<file path="src/hw/obd_pkg.sv">
// Package with the option byte decoder constants and types
package obd_pkg;
    // ****************************************************************
    // Load sequence
    // ****************************************************************
    localparam int LOAD_CYCLES = 43;
    localparam logic [5:0] LOAD_LAST = 6'h2a;
    localparam logic [5:0] OPT_ADDR_BYTE0 = 6'h00;
    localparam logic [5:0] OPT_ADDR_BYTE1 = 6'h01;
    localparam int FLASH_AW = 14;
    localparam logic [7:0] ERASED_BYTE = 8'hff;

    // ****************************************************************
    // Option byte zero fields
    // ****************************************************************
    localparam int BIT_WDT_ACTION = 7;
    localparam int BIT_WDT_ALWAYS_ON = 6;
    localparam int OSC_HI = 5;
    localparam int OSC_LO = 4;
    localparam int BIT_BROWNOUT_ON = 3;
    localparam int BIT_READ_PROT = 2;
    localparam int BIT_WRITE_PROT = 0;

    typedef enum logic [1:0] {
        OSC_EXT_RC = 2'h0,
        OSC_LOW_POWER = 2'h1,
        OSC_MED_POWER = 2'h2,
        OSC_MAX_POWER = 2'h3
    } obd_osc_t;

    // ****************************************************************
    // Register map (byte addresses)
    // ****************************************************************
    localparam logic [3:0] REG_OPT0 = 4'h0;
    localparam logic [3:0] REG_OPT1 = 4'h4;
    localparam logic [3:0] REG_STATUS = 4'h8;
    localparam logic [3:0] REG_IRQ_STAT = 4'hc;
    localparam logic [3:0] REG_IRQ_MASK = 4'h0;
    localparam logic [3:0] REG_IRQ_MASK_HI = 4'h1;
    localparam int IRQ_LOAD_DONE = 0;
    localparam int IRQ_WDT_INT = 1;
    localparam logic [1:0] IRQ_ZERO = 2'h0;
endpackage : obd_pkg

</file>
<file path="src/hw/obd_flash_if.sv">
// Interface carrying the flash read port of the option loader
`timescale 1ns/1ps
interface obd_flash_if;
    logic rd;
    logic info_sel;
    logic [obd_pkg::FLASH_AW-1:0] addr;
    logic [7:0] data;
    logic [5:0] index;
    logic capture;
    modport seq (output rd, output info_sel, output addr, output index, output capture,
        input data);
    modport top (input rd, input info_sel, input addr, input index, input capture,
        output data);
endinterface : obd_flash_if

</file>
<file path="src/hw/obd_load_seq.sv">
// Reset-time sequencer that walks the 43 option byte reads
`timescale 1ns/1ps
module obd_load_seq (
    // Clock and reset
    input wire logic SYS_CLK,
    input wire logic NRST,
    // Flash side and done flag
    obd_flash_if.seq fl,
    output logic done
);
    typedef enum logic [2:0] {
        ST_LOAD = 3'h1,
        ST_DONE = 3'h2
    } obd_seq_t;

    obd_seq_t state_q, state_d;
    logic [5:0] cnt_q, cnt_d;

    always_comb begin
        state_d = state_q;
        cnt_d = cnt_q;
        unique case (state_q)
            ST_LOAD: begin
                if (cnt_q == obd_pkg::LOAD_LAST) begin
                    state_d = ST_DONE;
                end else begin
                    cnt_d = cnt_q + 6'h01;
                end
            end
            ST_DONE: begin
                cnt_d = cnt_q;
            end
            default: begin
                state_d = ST_LOAD;
                cnt_d = obd_pkg::OPT_ADDR_BYTE0;
            end
        endcase
    end

    always_ff @(posedge SYS_CLK or negedge NRST) begin
        if (!NRST) begin
            state_q <= ST_LOAD;
            cnt_q <= obd_pkg::OPT_ADDR_BYTE0;
        end else begin
            state_q <= state_d;
            cnt_q <= cnt_d;
        end
    end

    // First two bytes from program memory, rest from info area
    assign fl.rd = (state_q == ST_LOAD);
    assign fl.info_sel = (cnt_q > obd_pkg::OPT_ADDR_BYTE1);
    assign fl.addr = {{(obd_pkg::FLASH_AW-6){1'b0}}, cnt_q};
    assign fl.index = cnt_q;
    assign fl.capture = (state_q == ST_LOAD);
    assign done = (state_q == ST_DONE);
endmodule : obd_load_seq

</file>
<file path="src/hw/obd_top.sv">
// Option byte decoder: loads option bytes at reset and decodes them
// Operation
// - Option settings come from program memory bytes 0 and 1
// - Action bit 0 turns a watchdog time-out into an interrupt request
// - Action bit 1 makes a watchdog time-out a system reset; erased default
// - Bits 5:4 choose oscillator drive; 11 is the erased default
// - Reset spends 43 cycles reading flash via a six-bit counter
// - Bytes latch each clock; 0 and 1 program memory, rest info area
//
// The implementer's own choice: the Wishbone register port.
`timescale 1ns/1ps
module obd_top (
    // Clock and reset
    input wire logic SYS_CLK,
    input wire logic NRST,
    // Flash read port
    output logic FLASH_RD,
    output logic FLASH_INFO_SEL,
    output logic [obd_pkg::FLASH_AW-1:0] FLASH_ADDR,
    input wire logic [7:0] FLASH_DATA,
    // Watchdog side
    input wire logic WDT_TIMEOUT,
    output logic WDT_RESET_REQ,
    output logic WDT_IRQ_REQ,
    // Decoded options
    output logic LOAD_DONE,
    output logic WATCHDOG_ALWAYS_ON,
    output logic BROWNOUT_ALWAYS_ON,
    output logic FLASH_READ_PROTECT,
    output logic FLASH_WRITE_PROTECT,
    output logic [1:0] OSCILLATOR_DRIVE_SELECT,
    // Wishbone slave
    input wire logic WB_CYC_I,
    input wire logic WB_STB_I,
    input wire logic WB_WE_I,
    input wire logic [3:0] WB_ADR_I,
    input wire logic [3:0] WB_SEL_I,
    input wire logic [31:0] WB_DAT_I,
    output logic [31:0] WB_DAT_O,
    output logic WB_ACK_O,
    output logic IRQ
);
    // ****************************************************************
    // Load sequence
    // ****************************************************************
    obd_flash_if fl ();
    logic seq_done;

    obd_load_seq u_seq (
        .SYS_CLK(SYS_CLK),
        .NRST(NRST),
        .fl(fl.seq),
        .done(seq_done)
    );
    assign fl.data = FLASH_DATA;

    // ****************************************************************
    // Option storage
    // ****************************************************************
    logic [7:0] opt0_q, opt0_d, opt1_q, opt1_d;
    logic done_q, done_d;
    logic rd_q, rd_d, info_q, info_d;
    logic [obd_pkg::FLASH_AW-1:0] addr_q, addr_d;
    // The flash answers the registered address, so the capture slot and index
    // travel one stage behind the counter; the data then matches the pins
    logic cap_q, cap_d;
    logic [5:0] idx_q, idx_d;
    logic prog_area;

    // Program memory supplies only the first two bytes
    assign prog_area = cap_q && !info_q;

    always_comb begin
        opt0_d = opt0_q;
        opt1_d = opt1_q;
        done_d = seq_done;
        rd_d = fl.rd;
        info_d = fl.info_sel;
        addr_d = fl.addr;
        cap_d = fl.capture;
        idx_d = fl.index;
        // Only bytes 0 and 1 hold user options
        // Capture only during the load, then hold
        if (prog_area && !done_q) begin
            if (idx_q == obd_pkg::OPT_ADDR_BYTE0) begin
                opt0_d = FLASH_DATA;
            end
            if (idx_q == obd_pkg::OPT_ADDR_BYTE1) begin
                opt1_d = FLASH_DATA;
            end
        end
    end

    // Latch fetched bytes on the rising clock
    always_ff @(posedge SYS_CLK or negedge NRST) begin
        if (!NRST) begin
            opt0_q <= obd_pkg::ERASED_BYTE;
            opt1_q <= obd_pkg::ERASED_BYTE;
            done_q <= 1'b0;
            rd_q <= 1'b0;
            info_q <= 1'b0;
            addr_q <= '0;
            cap_q <= 1'b0;
            idx_q <= obd_pkg::OPT_ADDR_BYTE0;
        end else begin
            opt0_q <= opt0_d;
            opt1_q <= opt1_d;
            done_q <= done_d;
            rd_q <= rd_d;
            info_q <= info_d;
            addr_q <= addr_d;
            cap_q <= cap_d;
            idx_q <= idx_d;
        end
    end

    // ****************************************************************
    // Decoded outputs and watchdog action
    // ****************************************************************
    logic wdt_rst_q, wdt_rst_d, wdt_irq_q, wdt_irq_d;
    logic action_reset;

    // Bit 7 set selects reset, erased byte gives reset
    assign action_reset = opt0_q[obd_pkg::BIT_WDT_ACTION];

    always_comb begin
        wdt_rst_d = 1'b0;
        wdt_irq_d = 1'b0;
        // Time-outs before the load ends are ignored: action not yet known
        if (WDT_TIMEOUT && done_q) begin
            wdt_rst_d = action_reset;
            // Time-out becomes an interrupt request when bit 7 is clear
            // WDT_IRQ_REQ is high one cycle late for as long as the time-out; bit 1 of the interrupt
            // status register holds it until software clears it
            wdt_irq_d = !action_reset;
        end
    end

    always_ff @(posedge SYS_CLK or negedge NRST) begin
        if (!NRST) begin
            wdt_rst_q <= 1'b0;
            wdt_irq_q <= 1'b0;
        end else begin
            wdt_rst_q <= wdt_rst_d;
            wdt_irq_q <= wdt_irq_d;
        end
    end

    assign WDT_RESET_REQ = wdt_rst_q;
    assign WDT_IRQ_REQ = wdt_irq_q;
    assign LOAD_DONE = done_q;
    assign FLASH_RD = rd_q;
    assign FLASH_INFO_SEL = info_q;
    assign FLASH_ADDR = addr_q;
    assign WATCHDOG_ALWAYS_ON = opt0_q[obd_pkg::BIT_WDT_ALWAYS_ON];
    assign BROWNOUT_ALWAYS_ON = opt0_q[obd_pkg::BIT_BROWNOUT_ON];
    assign FLASH_READ_PROTECT = opt0_q[obd_pkg::BIT_READ_PROT];
    assign FLASH_WRITE_PROTECT = opt0_q[obd_pkg::BIT_WRITE_PROT];
    // Oscillator drive field straight from bits 5:4
    assign OSCILLATOR_DRIVE_SELECT = opt0_q[obd_pkg::OSC_HI:obd_pkg::OSC_LO];

    // ****************************************************************
    // Wishbone registers and interrupt
    // ****************************************************************
    logic [1:0] ist_q, ist_d, imask_q, imask_d;
    logic ack_q, ack_d, irq_q, irq_d;
    logic [31:0] dat_q, dat_d;
    logic req, wr;
    logic [1:0] ev;

    // One-cycle answer; ack high blocks a second take of the same request
    assign req = WB_CYC_I && WB_STB_I && !ack_q;
    assign wr = req && WB_WE_I && WB_SEL_I[0];
    // Events are edges, so a held level sets its status bit only once
    assign ev = {wdt_irq_d && !wdt_irq_q, done_d && !done_q};

    always_comb begin
        ack_d = req;
        dat_d = dat_q;
        imask_d = imask_q;
        ist_d = ist_q;
        // Option bytes are read only: the settings must not move after load
        if (wr && WB_ADR_I == obd_pkg::REG_IRQ_STAT) begin
            ist_d = ist_q & ~WB_DAT_I[1:0];
        end
        if (wr && WB_ADR_I == obd_pkg::REG_STATUS) begin
            imask_d = WB_DAT_I[1:0];
        end
        // Set wins over a same-cycle clear
        ist_d = ist_d | ev;
        if (req) begin
            unique case (WB_ADR_I)
                obd_pkg::REG_OPT0: dat_d = {24'h000000, opt0_q};
                obd_pkg::REG_OPT1: dat_d = {24'h000000, opt1_q};
                obd_pkg::REG_STATUS: dat_d = {29'h00000000, done_q, imask_q};
                obd_pkg::REG_IRQ_STAT: dat_d = {30'h00000000, ist_q};
                default: dat_d = 32'h00000000;
            endcase
        end
        irq_d = |(ist_d & imask_d);
    end

    always_ff @(posedge SYS_CLK or negedge NRST) begin
        if (!NRST) begin
            ist_q <= obd_pkg::IRQ_ZERO;
            imask_q <= obd_pkg::IRQ_ZERO;
            ack_q <= 1'b0;
            dat_q <= 32'h00000000;
            irq_q <= 1'b0;
        end else begin
            ist_q <= ist_d;
            imask_q <= imask_d;
            ack_q <= ack_d;
            dat_q <= dat_d;
            irq_q <= irq_d;
        end
    end

    assign WB_ACK_O = ack_q;
    assign WB_DAT_O = dat_q;
    assign IRQ = irq_q;
endmodule : obd_top

</file>
<file path="config.mk">
export PLATFORM = sky130hd
export DESIGN_NAME = obd_top
export DESIGN_NICKNAME = d
export VERILOG_FILES = /design/src/hw/obd_pkg.sv /design/src/hw/obd_flash_if.sv /design/src/hw/obd_load_seq.sv /design/src/hw/obd_top.sv
export SDC_FILE = /design/constraint.sdc
export NUM_CORES = 1
export LEC_CHECK = 0
export CORE_MARGIN = 3
export CORE_UTILIZATION = 63
export DETAILED_ROUTE_END_ITERATION = 10
export DONT_BUFFER_PORTS = 1
export PLACE_DENSITY = 0.79
export SLEW_MARGIN = 30
export SYNTH_ARGS = -nofsm -noshare
export SYNTH_HDL_FRONTEND = slang
export SYNTH_HIERARCHICAL = 1
export SYNTH_SLANG_ARGS = --single-unit
</file>
<file path="constraint.sdc">
create_clock -name SYS_CLK -period 2.2 [get_ports SYS_CLK]
set_input_delay 0.22 -clock SYS_CLK [delete_from_list [all_inputs] [get_ports SYS_CLK]]
set_output_delay 0.22 -clock SYS_CLK [all_outputs]
set_load 0.1 [all_outputs]
</file>
==> flow_summary_export.csv <==
group,metric,value,unit
routing,drt_iter0_drc,184,
worst_setup_path,r2r_end,"imask_q[1]",
floorplanning,dieWidth,73.2,µm
sta,worstMarginPinSlew,0.885,ns
global_routing,groute.usage.overall,22.0,%
routing,drt-wirelength-per-cell,18.1,µm
sta,fmax,534,MHz
cts,postCtsSetupBuffers,0,
routing,vias_per_cell,5.55,
routing,dr.pass1.iters,4,
global_routing,antenna_found_initial,0,
cts,hold_buffers,3,
yosys,syn_area_per_cell,12.5,µm²
pwr,power_leakage,1.47,nW
min_path,min_path_cells,1,
placement,place.gp.congestion,0.813,
routing,vias,1675,
final_layout,n_fill_cell,272,
worst_setup_path,reg2reg_depth,4,
min_path,hold_end,"opt0_q[2]",
sta,setup_viol,0,
worst_setup_path,endpoint_kind,"flop",
cts,cts_buffers,9,
cts,cts_tree,"built",
sta,fin_crit_sh,85.2,%
global_routing,grt_util_met2,37.6,%
min_path,hold_start,"FLASH_DATA[2]",
sta,post-route-min-period,1.87,ns
placement,dp_hpwl,3660,µm
worst_setup_path,cp_data_required_time,2.42,ns
sta,slew_viol_final,0,
final_layout,final_util,75.7,%
floorplanning,die_h,73.2,µm
sta,tns,0,ns
yosys,synth_cell_types,39,
floorplanning,io_pins,113,
final_layout,final_cell_mix,"dfrtp_1, conb_1, buf_4",
final_layout,multi_input_area,987,µm²
pwr,powerDensity,952,nW/µm²
yosys,syn-cell-area,2850,µm²
worst_setup_path,start_kind,"flop",
cts,clock_latency,0.35,ns
cts,clockRootBuffer,"clkbuf_8",
cts,cts_sinks,64,
floorplanning,start_util,68.2,%
cts,cts_htree_levels,3,
global_routing,grtUsageMet1,24.3,%
global_routing,grt_util_met3,7.02,%
worst_setup_path,worstPathArrival,2.09,ns
pwr,power.total,3.01,mW
yosys,ys.warnings.count,6,
cts,cts_buffer_depth,2,
final_layout,regArea,1620,µm²
final_layout,drive_gt1_share,32.5,%
global_routing,first_global_vias,1743,
worst_setup_path,crit_path_max_fanout,7,
routing,drc,0,
global_routing,grt_max_degree,65,
routing,routed_wl,5480,µm
final_layout,layout.nets,305,
global_routing,overflow,0,
worst_setup_path,crit_type,"flop to flop",
global_routing,grt_pass1_wl,8590,µm
routing,ant_nets,0,
min_path,hold_class,"input port to flop",
final_layout,diodes,0,
cts,cts.clk_slew.worst_paths,0.08,ns
yosys,ys_ff_latch,64,
sta,max_slew_margin,41.0,%
worst_setup_path,rrSetupSlack,0.33,ns
placement,io_buffers,0,
status,status,"complete, no violations",
final_layout,syn_to_final_growth,10.9,%
sta,fin_hold_ws,0.0269,ns
final_layout,mostFrequentLayoutCell,"dfrtp_1",
sta,fin_skew,0.0136,ns
run,drv_cap,0,
pwr,peakVddDrop,0.818,mV
cts,cts-resized-gates,0,
floorplanning,fp.coreArea,4170,µm²
floorplanning,rows,23,
worst_setup_path,r2r-start,"WB_ACK_O",
yosys,yosysSeqAreaShare,57.0,%
final_layout,layout.cells.non_filler,302,
sta,rsz0062_at_grt,"no",
placement,place_inst,283,
sta,final-hold-violation-count,0,
yosys,syn_inst,227,
floorplanning,die_area,5360,µm²
global_routing,grt-busiest-layer,"met2",
## through the flow
| stage | setup WS (ns) | area (µm²) |
|---|---|---|
| final | 0.326 | 3160 |
| after floorplan | 0.00101 | 2960 |
| after CTS | 0.341 | 3160 |
| after global routing | 0.261 | 3160 |
| after detailed placement | 0.376 | 2860 |
| after global placement | 0.419 | 2860 |
## routing by layer
| metal | vias up | wire length [µm] |
|---|---|---|
| met5 | - | 0 |
| met4 | 0 | 67 |
| met3 | 10 | 469 |
| met2 | 67 | 2940 |
| met1 | 850 | 2000 |
| li1 | 748 | - |
## synthesized netlist by cell type (all sizes together)
master  number  area (µm²)
nor3b        1        7.51
a21oi        1        5.00
mux4         2        45.0
o21ai       13        65.1
nor3         4        31.3
a22o         3        26.3
a21o         1        7.51
nand4b       1        15.0
a32o         1        10.0
mux2        18         203
dfrtp       47        1180
nand2       17        66.3
or4          4        30.0
ha           4        50.1
xor2         2        17.5
or3          1        6.26
nand2b       6        37.5
o41ai        1        8.76
clkbuf       1        3.75
dfstp       17         447
nor4b        1        15.0
conb         2        7.51
o22ai        1        6.26
or4bb        1        11.3
o211ai       2        15.0
buf         45         328
nand3        7        35.0
nor2b        1        6.26
nand3b       2        15.0
mux2i        8        80.1
or2          1        8.76
and3         1        6.26
inv          5        18.8
o311ai       2        17.5
nor2         3        18.8
## state kept, by name (all words and copies together) (netlist names), 2 cells and up
register	count
ist_q	2
idx_q	6
opt0_q	8
imask_q	2
opt1_q	8
FLASH_ADDR	14
u_seq/fl.index	6
WB_DAT_O	8
u_seq/state_q	2
## worst max path at each step
stage              from    endpoint  slack [ns]  cells after the start
5_1_grt        WB_ACK_O  imask_q[0]        0.26                      4
4_1_cts        WB_ACK_O  imask_q[1]        0.34                      4
6_report       WB_ACK_O  imask_q[1]        0.33                      4
3_5_place_dp   WB_ACK_O  imask_q[1]        0.38                      4
3_3_place_gp   WB_ACK_O  imask_q[1]        0.42                      4
2_1_floorplan  WB_ACK_O  imask_q[0]       0.001                      5
## report_power, final
group	internal (mW)	leakage [nW]	total [mW]	switching (mW)
clock network	0.812	0.126	1.25	0.442
logic	0.0657	0.602	0.398	0.333
registers	1.23	0.740	1.36	0.127
## worst max-delay path, cell delays in order, from the launching register on
cell,delay (ns)
dfrtp_1,0.38
nand3b_1,0.17
or4_1,0.68
nor2_4,0.17
mux2_2,0.35
## cell families after synthesis
logic type,synth area share (%)
AOI/OAI and AO/OA,5.67
xor gates and xnor gates,0.615
adders and majority gates,1.76
buffers and inverters,12.3
DFF,57.0
muxes,11.5
other,0.264
and+or+nand+nor,10.9
## layout make-up
| class | instances | area share, % |
|---|---|---|
| clock buffers | 11 | 4.79 |
| clock inverters | 5 | 3.25 |
| inverters | 5 | 0.594 |
| multi-input cells | 142 | 31.3 |
| flip-flops and latches | 64 | 51.4 |
| well taps | 50 | 1.98 |
| repair buffers | 25 | 6.74 |
Note: power is estimated with default switching activity, not from simulation.
